==> config.mk <==
export PLATFORM = sky130hd
export DESIGN_NAME = dpt_timer
export DESIGN_NICKNAME = d
export VERILOG_FILES = /design/src/hdl/dpt_pkg.sv /design/src/hdl/dpt_prescaler.sv /design/src/hdl/dpt_timer.sv
export SDC_FILE = /design/constraint.sdc
export NUM_CORES = 1
export LEC_CHECK = 0
export BUFFER_PORTS_ARGS = -buffer_cell sky130_fd_sc_hd__buf_2
export CORE_AREA = 2 2 90 135
export DETAILED_ROUTE_END_ITERATION = 12
export DIE_AREA = 0 0 92 137
export PLACE_DENSITY = 0.72
export SLEW_MARGIN = 25
export SYNTH_ARGS = -nofsm -noshare
export SYNTH_HDL_FRONTEND = slang
export SYNTH_SLANG_ARGS = --single-unit
==> constraint.sdc <==
create_clock -name clk_i -period 6.61 [get_ports clk_i]
set_clock_uncertainty 0.15 [all_clocks]
set_input_delay 0.661 -clock clk_i [delete_from_list [all_inputs] [get_ports clk_i]]
set_output_delay 0.661 -clock clk_i [all_outputs]
set_load 0.02 [all_outputs]
==> src/hdl/dpt_pkg.sv <==
// dual programmable timer: register map, field layout, types and timing constants
// assumes a 32-bit classic wishbone slave port and a 10 MHz system clock
package dpt_pkg;

   // ---------------------------------------------------------------
   // register byte addresses
   // ---------------------------------------------------------------
   localparam logic [7:0] DPT_ADR_CTRL = 8'h00;
   localparam logic [7:0] DPT_ADR_T0CFG = 8'h04;
   localparam logic [7:0] DPT_ADR_T1CFG = 8'h08;
   localparam logic [7:0] DPT_ADR_RELOAD0 = 8'h0c;
   localparam logic [7:0] DPT_ADR_RELOAD1 = 8'h10;
   localparam logic [7:0] DPT_ADR_COUNT = 8'h14;
   localparam logic [7:0] DPT_ADR_IRQ_FLAG = 8'h18;
   localparam logic [7:0] DPT_ADR_IRQ_EN = 8'h1c;
   localparam logic [7:0] DPT_ADR_PRIO = 8'h20;

   // ---------------------------------------------------------------
   // field positions
   // ---------------------------------------------------------------
   localparam int DPT_CTRL_W = 5;
   localparam int DPT_T0CFG_W = 8;
   localparam int DPT_T1CFG_W = 5;
   localparam int DPT_PRESET_BIT = 1;
   localparam int DPT_IRQ0_BIT = 0;
   localparam int DPT_IRQ1_BIT = 1;

   // ---------------------------------------------------------------
   // prescaler ratio codes and divisors
   // ---------------------------------------------------------------
   localparam logic [1:0] DPT_RATIO_1 = 2'h0;
   localparam logic [1:0] DPT_RATIO_4 = 2'h1;
   localparam logic [1:0] DPT_RATIO_16 = 2'h2;
   localparam logic [6:0] DPT_DIV_4 = 7'h04;
   localparam logic [6:0] DPT_DIV_16 = 7'h10;
   localparam logic [6:0] DPT_DIV_64 = 7'h40;

   // ---------------------------------------------------------------
   // interrupt vectors and noise rejecter timing
   // ---------------------------------------------------------------
   localparam logic [23:0] DPT_VEC_T1 = 24'h000006;
   localparam logic [23:0] DPT_VEC_T0 = 24'h000008;
   localparam int DPT_NR_CLK_HZ = 2048;
   localparam int DPT_LO_OSC_HZ = 32768;
   localparam int DPT_NR_DIV = DPT_LO_OSC_HZ / DPT_NR_CLK_HZ;
   localparam logic [1:0] DPT_NR_EDGES = 2'h2;

   // ---------------------------------------------------------------
   // control words
   // ---------------------------------------------------------------
   typedef struct packed {
      logic cascade_select;
      logic output_channel_select;
      logic output_enable;
      logic timer1_source_select;
      logic timer0_source_select;
   } dpt_ctrl_s;

   typedef struct packed {
      logic counter_mode_select;
      logic function_select;
      logic input_polarity;
      logic [1:0] ratio;
      logic continuous;
      logic preset;
      logic run;
   } dpt_t0cfg_s;

   typedef struct packed {
      logic [1:0] ratio;
      logic continuous;
      logic preset;
      logic run;
   } dpt_t1cfg_s;

endpackage

==> src/hdl/dpt_prescaler.sv <==
// prescaler: divides a source tick stream by 1, 4, 16 or 64 while running
// assumes src_tick_i is a one-cycle pulse on clk_i
module dpt_prescaler (
   // clock and reset
   input wire logic clk_i,
   input wire logic rst_i,
   // control
   input wire logic run_i,
   input wire logic [1:0] ratio_i,
   // ticks
   input wire logic src_tick_i,
   output logic tick_o
);
   import dpt_pkg::*;

   logic [6:0] cnt_ff;
   logic [6:0] nxt_cnt;
   logic [6:0] div;
   logic gated;

   function automatic logic [6:0] ratio_div(input logic [1:0] r);
      if (r == DPT_RATIO_4) begin
         return DPT_DIV_4;
      end else if (r == DPT_RATIO_16) begin
         return DPT_DIV_16;
      end else begin
         return DPT_DIV_64;
      end
   endfunction

   // source reaches the divider only while running
   assign gated = src_tick_i & run_i;
   assign div = ratio_div(ratio_i);

   always_comb begin
      nxt_cnt = cnt_ff;
      if (gated) begin
         nxt_cnt = (cnt_ff == div - 7'h01) ? 7'h00 : cnt_ff + 7'h01;
      end
   end

   always_ff @(posedge clk_i) begin
      if (rst_i || ratio_i == DPT_RATIO_1) begin
         cnt_ff <= 7'h00;
      end else begin
         cnt_ff <= nxt_cnt;
      end
   end

   // undivided ratio passes the source straight through
   assign tick_o = (ratio_i == DPT_RATIO_1) ? gated : (gated && cnt_ff == div - 7'h01);
endmodule

==> src/hdl/dpt_timer.sv <==
// dual 8-bit programmable down timer, cascadable to 16 bits, wishbone register port
// assumes oscillator and event inputs are asynchronous pins; one system clock
// Functional notes
// source select 0 picks low-speed oscillator, 1 picks high-speed oscillator.
// in cascade mode only timer 0 source select chooses the clock.
// ratio 11 divides by 64, 10 by 16, 01 by 4, 00 by 1.
// run bit gates source into prescaler so divided clock decrements counter.
// in cascade mode only timer 0 ratio sets division.
// timer mode decrements on each prescaler pulse.
// counter mode counts event input on timer 0; cascade gives 16-bit counter.
// event counter mode ignores timer 0 prescaler ratio.
// polarity 0 counts falling edges, 1 counts rising edges.
// noise rejecter counts at second 2048 Hz falling edge after level change.
// event source must hold each level at least 0.98 ms with rejecter.
// function select in timer mode measures pulse width on timer 0.
// polarity 0 measures low width, 1 measures high width.
// underflow sets flag; request only when its enable is set.
// interrupt priority level 0 to 3 from a two-bit field.
// timer 1 vector 000006h, timer 0 vector 000008h.
// cascade mode never sets timer 0 flag; 16-bit underflow sets timer 1 flag.
// timer output toggles on each selected underflow.
// channel select 0 timer 0, 1 timer 1; cascade always combined counter.
// output enable 1 drives timer output on pin, 0 drives pin high.
// software keeps port data bit at 1 while timer output is routed.
// output enable gates timer output asynchronously, glitch possible.
// writing preset 1 loads counter from reload value.
// underflow reloads; one-shot stops and clears run, continuous keeps counting.
// cascade mode: timer 0 low byte, timer 1 high byte, timer 0 controls.
// stopping preserves counter contents; later run resumes.
// event input synchronized before edge or level detection.
// timer 1 underflow serves as serial bit clock, reload mode required.
module dpt_timer #(
   parameter int CNT_W = 8,
   parameter int NR_DIV = dpt_pkg::DPT_NR_DIV
) (
   // clock and reset
   input wire logic clk_i,
   input wire logic rst_i,
   // wishbone slave
   input wire logic cyc_i,
   input wire logic stb_i,
   input wire logic we_i,
   input wire logic [7:0] adr_i,
   input wire logic [3:0] sel_i,
   input wire logic [31:0] dat_i,
   output logic [31:0] dat_o,
   output logic ack_o,
   // oscillators and event pin
   input wire logic low_speed_oscillator_i,
   input wire logic high_speed_oscillator_i,
   input wire logic event_input_pin_i,
   // interrupt requests to the processor
   output logic timer0_irq_o,
   output logic timer1_irq_o,
   output logic [1:0] irq_priority_o,
   output logic [23:0] irq_vector_o,
   // serial clock and output pin
   output logic serial_clock_tick_o,
   output logic divided_underflow_output_o,
   output logic output_port_pin_o
);
   import dpt_pkg::*;

   // ---------------------------------------------------------------
   // registers
   // ---------------------------------------------------------------
   dpt_ctrl_s ctrl_ff;
   dpt_t0cfg_s t0cfg_ff;
   dpt_t1cfg_s t1cfg_ff;
   logic [CNT_W-1:0] reload0_ff, reload1_ff, cnt0_ff, cnt1_ff;
   logic [1:0] flag_ff, irq_en_ff, prio_ff;
   logic ack_ff;
   logic [31:0] dat_ff;
   logic divided_underflow_output_ff;

   // ---------------------------------------------------------------
   // bus decode
   // ---------------------------------------------------------------
   logic req, wr, wr_lo;
   assign req = cyc_i & stb_i & ~ack_ff;
   assign wr = cyc_i & stb_i & we_i & ack_ff;
   assign wr_lo = wr & sel_i[0];

   logic wr_ctrl, wr_t0, wr_t1, wr_rl0, wr_rl1, wr_flag, wr_en, wr_prio;
   always_comb begin
      wr_ctrl = 1'b0;
      wr_t0 = 1'b0;
      wr_t1 = 1'b0;
      wr_rl0 = 1'b0;
      wr_rl1 = 1'b0;
      wr_flag = 1'b0;
      wr_en = 1'b0;
      wr_prio = 1'b0;
      if (adr_i == DPT_ADR_CTRL) begin
         wr_ctrl = wr_lo;
      end else if (adr_i == DPT_ADR_T0CFG) begin
         wr_t0 = wr_lo;
      end else if (adr_i == DPT_ADR_T1CFG) begin
         wr_t1 = wr_lo;
      end else if (adr_i == DPT_ADR_RELOAD0) begin
         wr_rl0 = wr_lo;
      end else if (adr_i == DPT_ADR_RELOAD1) begin
         wr_rl1 = wr_lo;
      end else if (adr_i == DPT_ADR_IRQ_FLAG) begin
         wr_flag = wr_lo;
      end else if (adr_i == DPT_ADR_IRQ_EN) begin
         wr_en = wr_lo;
      end else if (adr_i == DPT_ADR_PRIO) begin
         wr_prio = wr_lo;
      end
   end

   // ---------------------------------------------------------------
   // synchronisers
   // ---------------------------------------------------------------
   logic [1:0] lo_sync_ff, hi_sync_ff, evt_sync_ff;
   logic lo_prev_ff, hi_prev_ff;
   always_ff @(posedge clk_i) begin
      if (rst_i) begin
         lo_sync_ff <= 2'h0;
         hi_sync_ff <= 2'h0;
         evt_sync_ff <= 2'h0;
         lo_prev_ff <= 1'b0;
         hi_prev_ff <= 1'b0;
      end else begin
         lo_sync_ff <= {lo_sync_ff[0], low_speed_oscillator_i};
         hi_sync_ff <= {hi_sync_ff[0], high_speed_oscillator_i};
         evt_sync_ff <= {evt_sync_ff[0], event_input_pin_i};
         lo_prev_ff <= lo_sync_ff[1];
         hi_prev_ff <= hi_sync_ff[1];
      end
   end

   logic lo_tick, hi_tick;
   assign lo_tick = lo_sync_ff[1] & ~lo_prev_ff;
   assign hi_tick = hi_sync_ff[1] & ~hi_prev_ff;

   // ---------------------------------------------------------------
   // noise rejecter
   // ---------------------------------------------------------------
   logic [$clog2(NR_DIV)-1:0] nr_div_ff;
   logic nr_tick;
   logic [1:0] nr_cnt_ff;
   logic nr_lvl_ff;
   logic evt_lvl, evt_prev_ff;

   // one pulse per falling edge of the 2048 Hz reference
   assign nr_tick = lo_tick && nr_div_ff == '0;

   always_ff @(posedge clk_i) begin
      if (rst_i) begin
         nr_div_ff <= '0;
      end else if (lo_tick) begin
         nr_div_ff <= (nr_div_ff == $bits(nr_div_ff)'(NR_DIV - 1)) ? '0 : nr_div_ff + 1'b1;
      end
   end

   always_ff @(posedge clk_i) begin
      if (rst_i) begin
         nr_cnt_ff <= 2'h0;
         nr_lvl_ff <= 1'b0;
      end else if (evt_sync_ff[1] == nr_lvl_ff) begin
         nr_cnt_ff <= 2'h0;
      end else if (nr_tick) begin
         if (nr_cnt_ff + 2'h1 == DPT_NR_EDGES) begin
            nr_lvl_ff <= evt_sync_ff[1];
            nr_cnt_ff <= 2'h0;
         end else begin
            nr_cnt_ff <= nr_cnt_ff + 2'h1;
         end
      end
   end

   assign evt_lvl = (t0cfg_ff.counter_mode_select && t0cfg_ff.function_select) ?
                    nr_lvl_ff : evt_sync_ff[1];

   always_ff @(posedge clk_i) begin
      if (rst_i) begin
         evt_prev_ff <= 1'b0;
      end else begin
         evt_prev_ff <= evt_lvl;
      end
   end

   logic evt_edge;
   assign evt_edge = t0cfg_ff.input_polarity ? (evt_lvl & ~evt_prev_ff) :
                     (~evt_lvl & evt_prev_ff);

   // ---------------------------------------------------------------
   // prescalers and count enables
   // ---------------------------------------------------------------
   logic casc, pre0_tick, pre1_tick, src0, src1, run1;
   assign casc = ctrl_ff.cascade_select;
   assign run1 = t1cfg_ff.run & ~casc;
   assign src0 = ctrl_ff.timer0_source_select ? hi_tick : lo_tick;
   assign src1 = ctrl_ff.timer1_source_select ? hi_tick : lo_tick;

   dpt_prescaler u_pre0 (
      .clk_i(clk_i),
      .rst_i(rst_i),
      .run_i(t0cfg_ff.run & ~t0cfg_ff.counter_mode_select),
      .ratio_i(t0cfg_ff.ratio),
      .src_tick_i(src0),
      .tick_o(pre0_tick)
   );

   dpt_prescaler u_pre1 (
      .clk_i(clk_i),
      .rst_i(rst_i),
      .run_i(run1),
      .ratio_i(t1cfg_ff.ratio),
      .src_tick_i(src1),
      .tick_o(pre1_tick)
   );

   logic tick0, tick1, pw_gate;
   assign pw_gate = (evt_sync_ff[1] == t0cfg_ff.input_polarity);
   always_comb begin
      if (t0cfg_ff.counter_mode_select) begin
         tick0 = evt_edge & t0cfg_ff.run;
      end else if (t0cfg_ff.function_select) begin
         tick0 = pre0_tick & pw_gate;
      end else begin
         tick0 = pre0_tick;
      end
   end
   assign tick1 = pre1_tick;

   // ---------------------------------------------------------------
   // down counters
   // ---------------------------------------------------------------
   logic uf0, uf1, uf16, zero0, zero1;
   assign zero0 = (cnt0_ff == '0);
   assign zero1 = (cnt1_ff == '0);
   assign uf16 = casc & tick0 & zero0 & zero1;
   assign uf0 = ~casc & tick0 & zero0;
   assign uf1 = (~casc & tick1 & zero1) | uf16;

   logic preset0, preset1;
   assign preset0 = wr_t0 & dat_i[DPT_PRESET_BIT];
   assign preset1 = wr_t1 & dat_i[DPT_PRESET_BIT] & ~casc;

   always_ff @(posedge clk_i) begin
      if (rst_i) begin
         cnt0_ff <= '0;
      end else if (preset0 || (tick0 && zero0 && (!casc || zero1))) begin
         cnt0_ff <= reload0_ff;
      end else if (tick0) begin
         cnt0_ff <= cnt0_ff - 1'b1;
      end
   end

   always_ff @(posedge clk_i) begin
      if (rst_i) begin
         cnt1_ff <= '0;
      end else if (preset1 || (casc && preset0) || (uf1 && (casc || tick1))) begin
         cnt1_ff <= reload1_ff;
      end else if (casc ? (tick0 && zero0) : tick1) begin
         cnt1_ff <= cnt1_ff - 1'b1;
      end
   end

   // ---------------------------------------------------------------
   // control registers
   // ---------------------------------------------------------------
   always_ff @(posedge clk_i) begin
      if (rst_i) begin
         ctrl_ff <= '0;
      end else if (wr_ctrl) begin
         ctrl_ff <= dpt_ctrl_s'(dat_i[DPT_CTRL_W-1:0]);
      end
   end

   always_ff @(posedge clk_i) begin
      if (rst_i) begin
         t0cfg_ff <= '0;
      end else if (wr_t0) begin
         t0cfg_ff <= dpt_t0cfg_s'(dat_i[DPT_T0CFG_W-1:0]);
         t0cfg_ff.preset <= 1'b0;
      end else if ((uf0 || uf16) && !t0cfg_ff.continuous) begin
         t0cfg_ff.run <= 1'b0;
      end
   end

   always_ff @(posedge clk_i) begin
      if (rst_i) begin
         t1cfg_ff <= '0;
      end else if (wr_t1) begin
         t1cfg_ff <= dpt_t1cfg_s'(dat_i[DPT_T1CFG_W-1:0]);
         t1cfg_ff.preset <= 1'b0;
      end else if (uf1 && !casc && !t1cfg_ff.continuous) begin
         t1cfg_ff.run <= 1'b0;
      end
   end

   always_ff @(posedge clk_i) begin
      if (rst_i) begin
         reload0_ff <= '0;
         reload1_ff <= '0;
         irq_en_ff <= 2'h0;
         prio_ff <= 2'h0;
      end else begin
         if (wr_rl0) begin
            reload0_ff <= dat_i[CNT_W-1:0];
         end
         if (wr_rl1) begin
            reload1_ff <= dat_i[CNT_W-1:0];
         end
         if (wr_en) begin
            irq_en_ff <= dat_i[1:0];
         end
         if (wr_prio) begin
            prio_ff <= dat_i[1:0];
         end
      end
   end

   // ---------------------------------------------------------------
   // interrupt flags and requests
   // ---------------------------------------------------------------
   logic [1:0] flag_set, flag_clr;
   assign flag_set = {uf1, uf0};
   assign flag_clr = wr_flag ? dat_i[1:0] : 2'h0;

   always_ff @(posedge clk_i) begin
      if (rst_i) begin
         flag_ff <= 2'h0;
      end else begin
         flag_ff <= (flag_ff & ~flag_clr) | flag_set;
      end
   end

   assign timer0_irq_o = flag_ff[DPT_IRQ0_BIT] & irq_en_ff[DPT_IRQ0_BIT] &
                         (prio_ff != 2'h0);
   assign timer1_irq_o = flag_ff[DPT_IRQ1_BIT] & irq_en_ff[DPT_IRQ1_BIT] &
                         (prio_ff != 2'h0);
   assign irq_priority_o = prio_ff;
   assign irq_vector_o = timer1_irq_o ? DPT_VEC_T1 : DPT_VEC_T0;

   // ---------------------------------------------------------------
   // timer output and serial clock
   // ---------------------------------------------------------------
   logic divided_underflow_output_src;
   assign divided_underflow_output_src = (casc || ctrl_ff.output_channel_select) ? uf1 : uf0;

   always_ff @(posedge clk_i) begin
      if (rst_i) begin
         divided_underflow_output_ff <= 1'b0;
      end else if (divided_underflow_output_src) begin
         divided_underflow_output_ff <= ~divided_underflow_output_ff;
      end
   end

   assign divided_underflow_output_o = divided_underflow_output_ff;
   assign output_port_pin_o = ctrl_ff.output_enable ? divided_underflow_output_ff : 1'b1;
   assign serial_clock_tick_o = uf1;

   // ---------------------------------------------------------------
   // read data and acknowledge
   // ---------------------------------------------------------------
   logic [31:0] rd;
   always_comb begin
      rd = 32'h0;
      if (adr_i == DPT_ADR_CTRL) begin
         rd[DPT_CTRL_W-1:0] = ctrl_ff;
      end else if (adr_i == DPT_ADR_T0CFG) begin
         rd[DPT_T0CFG_W-1:0] = t0cfg_ff;
      end else if (adr_i == DPT_ADR_T1CFG) begin
         rd[DPT_T1CFG_W-1:0] = {t1cfg_ff[DPT_T1CFG_W-1:1], run1};
      end else if (adr_i == DPT_ADR_RELOAD0) begin
         rd[CNT_W-1:0] = reload0_ff;
      end else if (adr_i == DPT_ADR_RELOAD1) begin
         rd[CNT_W-1:0] = reload1_ff;
      end else if (adr_i == DPT_ADR_COUNT) begin
         rd[2*CNT_W-1:0] = {cnt1_ff, cnt0_ff};
      end else if (adr_i == DPT_ADR_IRQ_FLAG) begin
         rd[1:0] = flag_ff;
      end else if (adr_i == DPT_ADR_IRQ_EN) begin
         rd[1:0] = irq_en_ff;
      end else if (adr_i == DPT_ADR_PRIO) begin
         rd[1:0] = prio_ff;
      end
   end

   always_ff @(posedge clk_i) begin
      if (rst_i) begin
         ack_ff <= 1'b0;
         dat_ff <= 32'h0;
      end else begin
         ack_ff <= req;
         if (req && !we_i) begin
            dat_ff <= rd;
         end
      end
   end

   assign ack_o = ack_ff;
   assign dat_o = dat_ff;
endmodule

# After elaboration in Yosys (flattened, before gate mapping)
# Cells that the tools add are included.
word_totals:
  register_bits: 102
  input_bits: 52
  output_inout_bits: 64
  word_cells: 226
classes:
  n_addsub: 8
  eq_ne: 18
  mux: 85
  n_bitwise: 42
  n_reduce_logical: 38
op_table:
  columns: ["cell", "n"]
  rows:
  - ["2-to-1 mux 14 bit", 6]
  - ["2-to-1 mux 8 bit", 10]
  - ["2-to-1 mux 1 bit", 51]
  - ["2-to-1 mux 7 bit", 6]
  - ["equality test 8 x 5 -> 1 bit, second input constant", 4]
  - ["AND 1 bit", 29]
  - ["logical NOT 8 bit", 3]
  - ["2-to-1 mux 11 bit", 2]
  - ["equality test 8 x 4 -> 1 bit, second input constant", 2]
  - ["subtractor 8 x 1 -> 8 bit, second input constant", 2]
  - ["adder 7 x 1 -> 7 bit, second input constant", 2]
  - ["equality test 7 bit", 2]
  - ["subtractor 7 x 1 -> 7 bit, second input constant", 2]
  - ["logical AND 1 bit", 12]
  - ["2-to-1 mux 2 bit", 6]
  - ["2-to-1 mux 5 bit", 2]
  - ["nonzero test 2 bit", 5]
  - ["logical OR 1 bit", 9]
  - ["inverter 1 bit", 9]
  - ["equality test 8 x 3 -> 1 bit, second input constant", 1]
  - ["equality test 8 x 6 -> 1 bit, second input constant", 1]
  - ["2-to-1 mux 4 bit", 2]
  - ["equality test 2 bit, second input constant", 3]
  - ["adder 4 x 1 -> 4 bit, second input constant", 1]
  - ["other kinds (13)", 19]

# Logic depth before layout (Yosys ltp)
# Gate-level depths: netlist of run 1.
depth:
  depth_word: 18
  ltp_mapped: 9
  mapped_depth_nobuf: 8

# By module
# From an unflattened synthesis of run 1, not the netlist that was laid out.
unflattened:
  hier_cells: 679
  area_unflattened_um2: 5560.3
modules_own_cells:
  columns: ["mod", "n_inst", "cells_each", "area_per_inst_um2", "seq_area_each_um2"]
  rows:
  - ["dpt_timer", 1, 587, 4782.1, 1761.7]
  - ["dpt_prescaler", 2, 46, 389.1, 140.1]

# Worst setup path after synthesis of run 1
# No wires, ideal clock.
synth_timing:
  kind: "register -> output"
  from: "reg t0cfg_ff[3] (netlist bit)"
  to: "out serial_clock_tick_o"
  t_arrival_ns: 2.166
  required_ns: 5.799
  setup_slack_ns: 3.633
  stages_incl_launch_ff: 9
  n_path_buf: 1
  cell_sequence: "dfxtp_1 inv_1 ha_1 or3b_1 a221oi_4 o2111ai_1 o211a_1 clkbuf_1 nor2_1"
synth_via:
  elab_chain_cells: 14
  word_cells_on_any_way: 16
  classes_between: "add/sub (1); eq/ne (3); mux (5); bitwise (5); reduce/logical (2)"
synth_rtl:
  columns: ["item", "line_no", "text"]
  rows:
  - ["start: declaration", "dpt_timer.sv:68", "dpt_t0cfg_s t0cfg_ff;"]
  - ["start signal: assignment", "dpt_timer.sv:278", "t0cfg_ff <= dpt_t0cfg_s'(dat_i[DPT_T0CFG_W-1:0]);"]
  - ["equality test 2 bit", "dpt_prescaler.sv:24", "end else if (r == DPT_RATIO_16) begin"]
  - ["2-to-1 mux 7 bit", "dpt_prescaler.sv:24", null]
  - ["2-to-1 mux 7 bit", "dpt_prescaler.sv:22", "if (r == DPT_RATIO_4) begin"]
  - ["subtractor 7 x 1 -> 7 bit", "dpt_prescaler.sv:51", "assign tick_o = (ratio_i == DPT_RATIO_1) ? gated : (gated && cnt_ff == div - 7'h01);"]
  - ["equality test 7 bit", "dpt_prescaler.sv:51", null]
  - ["logical AND 1 bit", "dpt_prescaler.sv:51", null]
  - ["2-to-1 mux 1 bit *", "dpt_prescaler.sv:51", null]
  - ["AND 1 bit", "dpt_timer.sv:222", "tick0 = pre0_tick & pw_gate;"]
  - ["2-to-1 mux 1 bit *", "dpt_timer.sv:221", "end else if (t0cfg_ff.function_select) begin"]
  - ["2-to-1 mux 1 bit *", "dpt_timer.sv:219", "if (t0cfg_ff.counter_mode_select) begin"]
  - ["AND 1 bit * (3 in a row)", "dpt_timer.sv:235", "assign uf16 = casc & tick0 & zero0 & zero1;"]
  - ["bitwise OR 1 bit *", "dpt_timer.sv:237", "assign uf1 = (~casc & tick1 & zero1) | uf16;"]
  - ["end: declaration", "dpt_timer.sv:58", "output logic serial_clock_tick_o,"]
# Every way passes the cells marked *; elsewhere a longest branch is shown, timed or not.

# Final worst setup path of run 1
# Ends and elaborated chain as after synthesis.

==> qor.txt, run 1 <==
Placement Cell Area - 5780 µm²
Fillers - 1094
Met2 WL - 7.29 mm
Vert. Die Dim - 137 µm
Min-delay worst type - flop to flop
Met3 routed WL - 940 µm
Pwr/cell area - 206 nW/µm²
Critical path endpoint category - output pin
Register area share after synthesis - 36.6%
RR Endpoint - cnt1_ff[0]
Wl on met1 - 5.56 mm
Fraction of layout cells with a size suffix above 1 - 15.0%
I/O Buffers - 51
Global Route Usage Sum - 23.1%
Combinational Power Share - 6.2%
Highest routed metal layer - met4
Initial Utilization - 48.9%
Hold_sp - lo_sync_ff[0]
Unique masters post-synth - 70
Global-route wire length before repair - 23.0 mm
RSZ-0062 raised after global routing - no
Pin count of the biggest net entering global routing - 93
CP Class - flop to output pin
Num CTS Buffers - 9
Clk root buf - clkbuf_16
# diodes - 0
Max_slew headroom - 36.8%
Initial antenna violation count - 0
Synth top area cells - dfxtp_1 (37%), nor2_1 (5.4%), buf_4 (5.3%), mux2i_1 (3.9%), a21oi_1 (3.9%)
Cell area after synthesis - 5580 µm²
Setup TNS - 0 ns
CTS Buffer Depth - 2
Die W - 92 µm
1st-pass router iterations - 5
Final #Nets - 761
Yosys warns - 0
Total Wirelength - 14.6 mm
Post-route cell area - 6080 µm²
DP HPWL - 10.6 mm
Postcts setup bufs - 0
Area growth syn-to-layout - 9.11%
Int Power - 0.944 mW
Drt drc - 0
Post-cts resize count - 0
Outcome - completed
Synth top area share - 36.6%
Commonest register cell after synthesis - dfxtp_1
Max-Cap Viols - 0
Post-synth EDFFs - 0
R2R Path Start - t0cfg_ff[3]
H-tree Lvls - 3
Tmin final - 3.63 ns
Switching pwr - 0.307 mW
Core footprint - 11400 µm²
Mean Syn Cell Area - 8.40 µm²
Clock network power share - 44.1%
Mapped Cells - 664
Sequential share of power - 49.7%
Post-synth top area cell - dfxtp_1
Ys async rst share - 0%
# rows - 48
Fin. max-slew vios - 0
DRT iter0 DRCs - 571
Gpl congestion - 0.975
Leakage - 2.32 nW
Post-DRT Antenna Nets - 0
Critical Path AT - 2.82 ns
Crit share post-route - 54.9%
Sink Count - 102
Worst vdd ir - 0.131 mV
Post-CTS Hold Fix Bufs - 0
Worst Setup SP - t0cfg_ff[3]
R2r setup slk - 3.57 ns
Synthesis-stage register bit count - 102
Die Area - 12600 µm²
CTS tree - done
# IOs - 116
Vias in the first global route - 4717
Crit Path Max Fanout - 15
CP Data Required Time - 5.80 ns
CP Capture Point - serial_clock_tick_o
Worst-margin pin slew - 0.946 ns
Final Hold Violating Endpoints - 0
Vias - 5006
Clk Latency, worst-skew pair - 0.35 ns
Critical path startpoint category - flop
CTS clk-pin slew, worst paths - 0.07 ns
Post-DR wirelength/cell - 17.1 µm
Sw Share - 24.5%
Final setup viols - 0
R2r worst-path depth - 8
FMAX - 275 MHz
GRT Residual Overflow - 0
Via-per-instance ratio - 5.88
## cells by family after synthesis
logic type | count (synthesis) | synth area share, %
DFF | 102 | 36.6
other | 1 | 0.0673
buffers and inverters | 95 | 9.20
AOI/OAI and AO/OA | 140 | 17.8
and+or+nand+nor | 265 | 24.8
adders and majority gates | 12 | 2.69
xor gates and xnor gates | 20 | 3.14
muxes | 29 | 5.77
## power by group through the flow
stage                     Sequential (mW)  Clock, mW  Combinational [mW]
final                               0.622      0.551              0.0779
after global routing                0.622      0.577              0.0837
after CTS                           0.622      0.558              0.0767
after detailed placement            0.636          0              0.0764
after global placement              0.636          0              0.0754
after floorplan                     0.638          0              0.0675
## layout make-up
class / count / area [µm²] / share of cell area (%)
Multi-Input combinational cell: 503 / 3160 / 51.9
Sequential cell: 102 / 2040 / 33.6
Timing Repair Buffer: 57 / 300 / 4.94
Clock buffer: 10 / 239 / 3.93
Tap cell: 150 / 188 / 3.09
Inverter: 24 / 90.1 / 1.48
Clock inverter: 6 / 68.8 / 1.13
## placed cells by master, fill, tap and decap left out, types with 16 or more instances in the layout
cell     instances
conb_1          37
nand2_1         52
nand3_1         30
o21ai_0         16
mux2i_1         22
nor2_1          80
dfxtp_1        102
a21oi_1         43
buf_2           51
inv_1           24
## through the flow
step           cells  hold slack [ns]  worst slack [ns]  util (%)  total power [mW]
2_1_floorplan    700            0.264              3.63         -             0.706
3_3_place_gp     836            0.268              3.03      50.6             0.711
3_5_place_dp     836            0.273              2.96      50.6             0.713
4_1_cts          852            0.290              2.98      53.3              1.26
5_1_grt          852            0.316              2.84      53.3              1.28
6_report         852            0.288              2.98      53.3              1.25
## metal layers
metal / vias up / global-route usage [%]
li1: 2389 / -
met1: 2346 / 25.3
met2: 216 / 40.8
met3: 55 / 4.07
met4: 0 / 15.0
met5: - / 0
## sequential cells by signal, summed over array words and instances, names as in the netlist, 2 cells and up
| signal | cells |
|---|---|
| irq_priority_o | 2 |
| cnt0_ff | 8 |
| t0cfg_ff | 7 |
| nr_cnt_ff | 2 |
| cnt1_ff | 8 |
| ctrl_ff | 4 |
| u_pre1.cnt_ff | 7 |
| evt_sync_ff | 2 |
| lo_sync_ff | 2 |
| reload0_ff | 8 |
| hi_sync_ff | 2 |
| nr_div_ff | 4 |
| reload1_ff | 8 |
| t1cfg_ff | 4 |
| u_pre0.cnt_ff | 7 |
| dat_o | 16 |
| flag_ff | 2 |
| irq_en_ff | 2 |
## cell usage after synthesis (3+ instances only)
cell type  number
nor4_1          6
nand4_1        13
a21oi_1        43
buf_4          39
dfxtp_1       102
xor2_1         13
clkbuf_1       26
a31oi_1         9
mux2_2          5
ha_1           12
inv_1          24
nand3_1        30
buf_1           3
or4_1           4
nor2b_1        13
o2111ai_1       3
a22oi_1        12
a2111oi_0       5
o221ai_1        4
o21ai_0        16
nand3b_1       10
or3b_2          3
o211ai_1        4
or2_2           3
nor2_1         80
nand4b_1        3
mux2i_1        22
a32oi_1         7
nand2b_1        8
or3_1           6
and3_1          5
a211oi_1       10
nor3_1         13
nand2_1        52
xnor2_1         7
## worst max-delay path: stages (launching register included)
cell       delay (ns)
dfxtp_1          0.39
inv_1            0.07
ha_1             0.29
or3b_1           0.39
a221oi_4         0.35
o2111ai_1        0.15
o211a_1          0.40
nor2_1           0.23
buf_2            0.19
## worst min path at each step
| stage | endpoint | slack [ns] | depth (start not counted) |
|---|---|---|---|
| 4_1_cts | lo_sync_ff[1] | 0.29 | 1 |
| 2_1_floorplan | evt_sync_ff[1] | 0.26 | 1 |
| 3_5_place_dp | lo_sync_ff[1] | 0.27 | 1 |
| 5_1_grt | lo_sync_ff[1] | 0.32 | 1 |
| 6_report | lo_sync_ff[1] | 0.29 | 1 |
| 3_3_place_gp | lo_sync_ff[1] | 0.27 | 1 |
No activity file was read; power rests on OpenSTA's default activity.
==> run 2: changes to the inputs <==
==> constraint.sdc (replaced) <==
create_clock -name clk_i -period 3.6 [get_ports clk_i]
set_clock_uncertainty 0.15 [all_clocks]
set_input_delay 0.36 -clock clk_i [delete_from_list [all_inputs] [get_ports clk_i]]
set_output_delay 0.36 -clock clk_i [all_outputs]
set_load 0.02 [all_outputs]
==> run 2 against run 1 <==
Against the previous run:
- non-clock buffer count rose by 11
- sequential cell count unchanged
- largest cell class unchanged
- cell count up 1.3%
- count of clock-buffer cells in the layout rose by 1
- critical path type unchanged
==> qor.txt, run 2 (synthesis gave the netlist of run 1 again) <==
Outcome - completed (unchanged)
Leakage - 2.38 nW (was 2.32 nW)
CP Data Required Time - 3.09 ns (was 5.80 ns)
# diodes - 0 (unchanged)
Initial Utilization - 48.9% (unchanged)
Pin count of the biggest net entering global routing - 40 (was 93)
R2r setup slk - 0.52 ns (was 3.57 ns)
Critical path endpoint category - output pin (unchanged)
Sink Count - 102 (unchanged)
Post-DRT Antenna Nets - 0 (unchanged)
Global Route Usage Sum - 23.4% (was 23.1%)
Initial antenna violation count - 0 (unchanged)
CTS tree - done (unchanged)
Critical path startpoint category - flop (unchanged)
DRT iter0 DRCs - 399 (was 571)
Post-cts resize count - 0 (unchanged)
Fraction of layout cells with a size suffix above 1 - 16.1% (was 15.0%)
1st-pass router iterations - 5 (unchanged)
Final std cells w/o fill - 863 (was 852)
Final setup viols - 0 (unchanged)
DP HPWL - 11.0 mm (was 10.6 mm)
Clk root buf - clkbuf_16 (unchanged)
CTS Buffer Depth - 2 (unchanged)
Vias - 5070 (was 5006)
Fin. max-slew vios - 0 (unchanged)
Num CTS Buffers - 9 (unchanged)
H-tree Lvls - 3 (unchanged)
Total Wirelength - 14.9 mm (was 14.6 mm)
Post-route cell area - 6180 µm² (was 6080 µm²)
Gpl congestion - 0.955 (was 0.975)
Max_slew headroom - 48.9% (was 36.8%)
Crit-path slowest cell - or3b_2 (was o211a_1)
Core footprint - 11400 µm² (unchanged)
CP Class - flop to output pin (unchanged)
Max reg flops - 16 (unchanged)
GRT Residual Overflow - 0 (unchanged)
Final Power - 2.35 mW (was 1.25 mW)
FMAX - 298 MHz
Final Hold Violating Endpoints - 0 (unchanged)
Worst vdd ir - 0.261 mV (was 0.131 mV)
# IOs - 116 (unchanged)
Global-route wire length before repair - 23.2 mm (was 23.0 mm)
RSZ-0062 raised after global routing - no (unchanged)
Drt drc - 0 (unchanged)
Area growth syn-to-layout - 10.9% (was 9.11%)
Tmin final - 3.35 ns
Postcts setup bufs - 0 (unchanged)
Clk Latency, worst-skew pair - 0.35 ns (about the same)
Post-CTS Hold Fix Bufs - 0 (unchanged)
Vert. Die Dim - 137 µm (unchanged)
Placement Cell Area - 5860 µm² (was 5780 µm²)
Worst-path cell chain - inv_1 > ha_1 > or3b_2 > a221oi_1 > o21ai_0 > o211a_1 > nor2_1 > buf_2 (was inv_1 > ha_1 > or3b_1 > a221oi_4 > o2111ai_1 > o211a_1 > nor2_1 > buf_2)
Min-delay worst type - input port to flop (was flop to flop)
CTS clk-pin slew, worst paths - 0.07 ns (about the same)
Crit-path max cell delay - 0.44 ns (was 0.40 ns)
Die Area - 12600 µm² (unchanged)
Dpl cells - 847 (was 836)
Setup TNS - 0 ns (unchanged)
Worst-margin pin slew - 0.767 ns (was 0.946 ns)
Commonest non-fill, non-tap cells in the layout - dfxtp_1 (102), nor2_1 (80), nand2_1 (52) (unchanged)
Pwr/cell area - 380 nW/µm² (was 206 nW/µm²)
Vias in the first global route - 4873 (was 4717)
Crit Path Max Fanout - 15 (unchanged)
Die W - 92 µm (unchanged)
Via-per-instance ratio - 5.87 (was 5.88)
I/O Buffers - 51 (unchanged)
Max-Cap Viols - 0 (unchanged)
# rows - 48 (unchanged)
Post-DR wirelength/cell - 17.3 µm (was 17.1 µm)
Final #Nets - 772 (was 761)
Crit share post-route - 93.1%
Commonest non-fill, non-tap cell in the layout - dfxtp_1 (unchanged)
Critical Path AT - 2.84 ns (was 2.82 ns)
[run 2: cell count changes in the layout (fill, tap and decap cells not counted)]
cell,before,now
buf_4,6,17
bufinv_16,1,2
clkbuf_1,0,1
clkinv_4,1,0
inv_6,2,1
[run 2: cell type report]
cell class                 instances  area, µm²
clock buffer                      11        243
clock inverter                     5       81.3
fill                            1091       5230
inverter                          24       90.1
multi-input combinational        503       3160
sequential                       102       2040
tap                              150        188
timing repair buffer              68        383
[run 2: worst paths after layout]
| kind | cells past startpoint | endpoint | start |
|---|---|---|---|
| setup / recovery | 8 | serial_clock_tick_o | t1cfg_ff[3] |
| hold / removal | 2 | hi_sync_ff[0] | high_speed_oscillator_i |
| setup reg to reg | 8 | cnt1_ff[0] | t1cfg_ff[3] |
| hold reg to reg | 1 | evt_sync_ff[1] | evt_sync_ff[0] |
[run 2: through the flow]
stage	util (%)	setup slack, ns	hold slack, ns
final	54.2	0.249	0.0705
after global routing	54.2	0.113	0.102
after CTS	54.2	0.290	0.0698
after detailed placement	51.3	0.575	0.289
after global placement	51.3	0.675	0.269
after floorplan	-	0.924	0.264
[run 2: power by group]
group | leakage, nW | total (mW) | switching (mW) | internal [mW]
combinational | 1.40 | 0.148 | 0.111 | 0.0371
clock | 0.156 | 1.06 | 0.432 | 0.630
sequential | 0.824 | 1.14 | 0.00533 | 1.14
[run 2: worst max-delay path, delay by kind of cell, from the launching register on]
| family | cells | cell delay, ns |
|---|---|---|
| AOI/OAI and AO/OA | 3 | 0.92 |
| and+or+nand+nor | 2 | 0.64 |
| DFF | 1 | 0.40 |
| adders and majority gates | 1 | 0.28 |
| buffers and inverters | 2 | 0.26 |
[run 2: per-layer routing]
metal / global-route usage [%] / vias to the layer above / routed length, µm / share of wire (%)
met4: 15.8 / 0 / 828 / 5.6
met1: 24.1 / 2388 / 5470 / 37
met3: 4.85 / 60 / 955 / 6.4
li1: - / 2403 / - / -
met5: 0 / - / 0 / 0
met2: 42.4 / 219 / 7650 / 51
==> run 3: changes to the inputs <==
--- a/config.mk
+++ b/config.mk
@@ -7,6 +7,7 @@
 export LEC_CHECK = 0
 export BUFFER_PORTS_ARGS = -buffer_cell sky130_fd_sc_hd__buf_2
 export CORE_AREA = 2 2 90 135
+export CTS_BUF_LIST = sky130_fd_sc_hd__clkbuf_4 sky130_fd_sc_hd__clkbuf_8
 export DETAILED_ROUTE_END_ITERATION = 12
 export DIE_AREA = 0 0 92 137
 export PLACE_DENSITY = 0.72
==> run 3 against run 2 <==
Against the previous run:
- count of clock-buffer cells in the layout did not move
- setup slack worse by 0.0048 ns
- cell area shrank 1.6%
- combinational power barely moved
- utilization down 0.86 points
- maximum frequency decreased by 0.14%
- critical path depth is the same
- first-iteration DRC count rose by 6.8%
- clock power shrank 22%
- sequential power is essentially flat
- critical path type unchanged
- critical endpoint unchanged
- highest routed layer unchanged
==> qor.txt, run 3 (synthesis gave the netlist of run 1 again) <==
Outcome - completed (unchanged)
Commonest non-fill, non-tap cells in the layout - dfxtp_1 (102), nor2_1 (80), nand2_1 (52) (unchanged)
Max_slew headroom - 48.5% (was 48.9%)
Area of the multi-input gates - 3160 µm² (unchanged)
GRT Residual Overflow - 0 (unchanged)
Final std cells w/o fill - 863 (unchanged)
Total Wirelength - 14.9 mm (about the same)
Fillers - 1121 (was 1091)
# IOs - 116 (unchanged)
Pin count of the biggest net entering global routing - 40 (unchanged)
Hold Path Sink - hi_sync_ff[0] (unchanged)
# diodes - 0 (unchanged)
H-tree Lvls - 3 (unchanged)
CTS tree - done (unchanged)
Initial antenna violation count - 0 (unchanged)
1st-pass router iterations - 5 (unchanged)
Worst Path Buf+Inv - 2 (unchanged)
Critical Path AT - 2.85 ns (was 2.84 ns)
Worst hold margin - 0.0395 ns (was 0.0705 ns)
Crit-path max cell delay - 0.44 ns (about the same)
DRT iter0 DRCs - 426 (was 399)
Post-DRT Antenna Nets - 0 (unchanged)
Clk root buf - clkbuf_8 (was clkbuf_16)
Global Route Usage Sum - 23.3% (was 23.4%)
Initial Utilization - 48.9% (unchanged)
R2r worst-path depth - 8 (unchanged)
Post-cts resize count - 0 (unchanged)
Crit-path slowest cell - or3b_2 (unchanged)
Place WS - 0.575 ns (unchanged)
Critical path endpoint category - output pin (unchanged)
CTS Buffer Depth - 2 (unchanged)
Die Area - 12600 µm² (unchanged)
FMAX - 298 MHz (about the same)
Commonest non-fill, non-tap cell in the layout - dfxtp_1 (unchanged)
Vias in the first global route - 4815 (was 4873)
Min-delay worst type - input port to flop (unchanged)
Final Power - 2.12 mW (was 2.35 mW)
I/O Buffers - 51 (unchanged)
Max-Cap Viols - 0 (unchanged)
RSZ-0062 raised after global routing - no (unchanged)
Worst-path cell chain - inv_1 > ha_1 > or3b_2 > a221oi_1 > o21ai_0 > o211a_1 > nor2_1 > buf_2 (unchanged)
Drt drc - 0 (unchanged)
Num CTS Buffers - 9 (unchanged)
Final #Nets - 772 (unchanged)
Sink Count - 102 (unchanged)
Area growth syn-to-layout - 9.13% (was 10.9%)
DP HPWL - 11.0 mm (unchanged)
Leakage - 2.34 nW (was 2.38 nW)
RR Endpoint - cnt1_ff[0] (unchanged)
Gpl congestion - 0.955 (unchanged)
Setup TNS - 0 ns (unchanged)
Final Hold Violating Endpoints - 0 (unchanged)
Die W - 92 µm (unchanged)
Vert. Die Dim - 137 µm (unchanged)
R2r setup slk - 0.54 ns (was 0.52 ns)
Worst-margin pin slew - 0.773 ns (was 0.767 ns)
Worst Hold Depth - 2 (unchanged)
Post-DR wirelength/cell - 17.2 µm (was 17.3 µm)
Pwr/cell area - 348 nW/µm² (was 380 nW/µm²)
# rows - 48 (unchanged)
Setup ws final - 0.244 ns (was 0.249 ns)
Via-per-instance ratio - 5.86 (was 5.87)
Crit Path Max Fanout - 15 (unchanged)
Hold_sp - high_speed_oscillator_i (unchanged)
Clk Latency, worst-skew pair - 0.38 ns (was 0.35 ns)
Dpl cells - 847 (unchanged)
Critical path startpoint category - flop (unchanged)
CTS clk-pin slew, worst paths - 0.09 ns (was 0.07 ns)
CP delay by family, top - compound AO/OA/AOI/OAI gates (unchanged)
Register Area - 2040 µm² (unchanged)
Global-route wire length before repair - 23.1 mm (was 23.2 mm)
Tmin final - 3.36 ns (was 3.35 ns)
Fin. max-slew vios - 0 (unchanged)
Postcts setup bufs - 0 (unchanged)
Crit share post-route - 93.2% (was 93.1%)
Vias - 5061 (was 5070)
Final setup viols - 0 (unchanged)
Worst vdd ir - 0.225 mV (was 0.261 mV)
Post-CTS Hold Fix Bufs - 0 (unchanged)
Max reg flops - 16 (unchanged)
Fraction of layout cells with a size suffix above 1 - 16.3% (was 16.1%)
Core footprint - 11400 µm² (unchanged)
R2R Path Start - t1cfg_ff[3] (unchanged)
CP Class - flop to output pin (unchanged)
CP Data Required Time - 3.09 ns (about the same)
==> run 3: cell counts in the layout (fill, tap and decap cells not counted) <==
No cell type changed its count.
==> run 3: how the worst max path moves through the flow <==
stage | startpoint | end | slack (ns) | cells after the start
after floorplan | t0cfg_ff[3] | serial_clock_tick_o | 0.92 | 8
after detailed placement | t1cfg_ff[3] | cnt1_ff[6] | 0.58 | 8
after global placement | t1cfg_ff[3] | cnt1_ff[0] | 0.67 | 8
final | t1cfg_ff[3] | serial_clock_tick_o | 0.24 | 8
after CTS | t1cfg_ff[3] | serial_clock_tick_o | 0.25 | 8
after global routing | t1cfg_ff[3] | serial_clock_tick_o | 0.08 | 8
==> run 3: through the flow <==
stage                     util (%)  instance area [µm²]
after floorplan                  -                 5710
after global placement        51.3                 5860
after detailed placement      51.3                 5860
after CTS                     53.3                 6080
after global routing          53.3                 6080
final                         53.3                 6080
==> run 3: metal layers <==
layer  vias to the layer above  track usage (%)  part of all wire (%)
met2                       223             42.4                    51
met1                      2384             24.0                    37
met5                         -                0                     0
met3                        58             4.57                   6.6
met4                         0             15.5                   5.4
li1                       2396                -                     -
==> run 3: cell type report <==
class	instances	share of cell area (%)
multi-input cells	503	51.9
flip-flops and latches	102	33.6
repair buffers	68	6.29
well taps	150	3.08
clock buffers	11	2.39
inverters	24	1.48
clock inverters	5	1.34
==> run 3: worst reg2reg max path: cells and delay by family, from the launching register on <==
family / cells / cell delay (ns)
compound gates: 4 / 1.10
fa+ha+maj: 1 / 0.28
buf+inv: 1 / 0.07
flops: 1 / 0.41
simple gates: 2 / 0.99
==> run 3: where the power goes <==
| part | total (mW) | internal (mW) | switching, mW | leakage (nW) |
|---|---|---|---|---|
| Combinational | 0.148 | 0.0371 | 0.111 | 1.40 |
| Clock | 0.827 | 0.420 | 0.407 | 0.113 |
| Sequential | 1.14 | 1.14 | 0.00534 | 0.824 |
| Total | 2.12 | 1.59 | 0.524 | 2.34 |
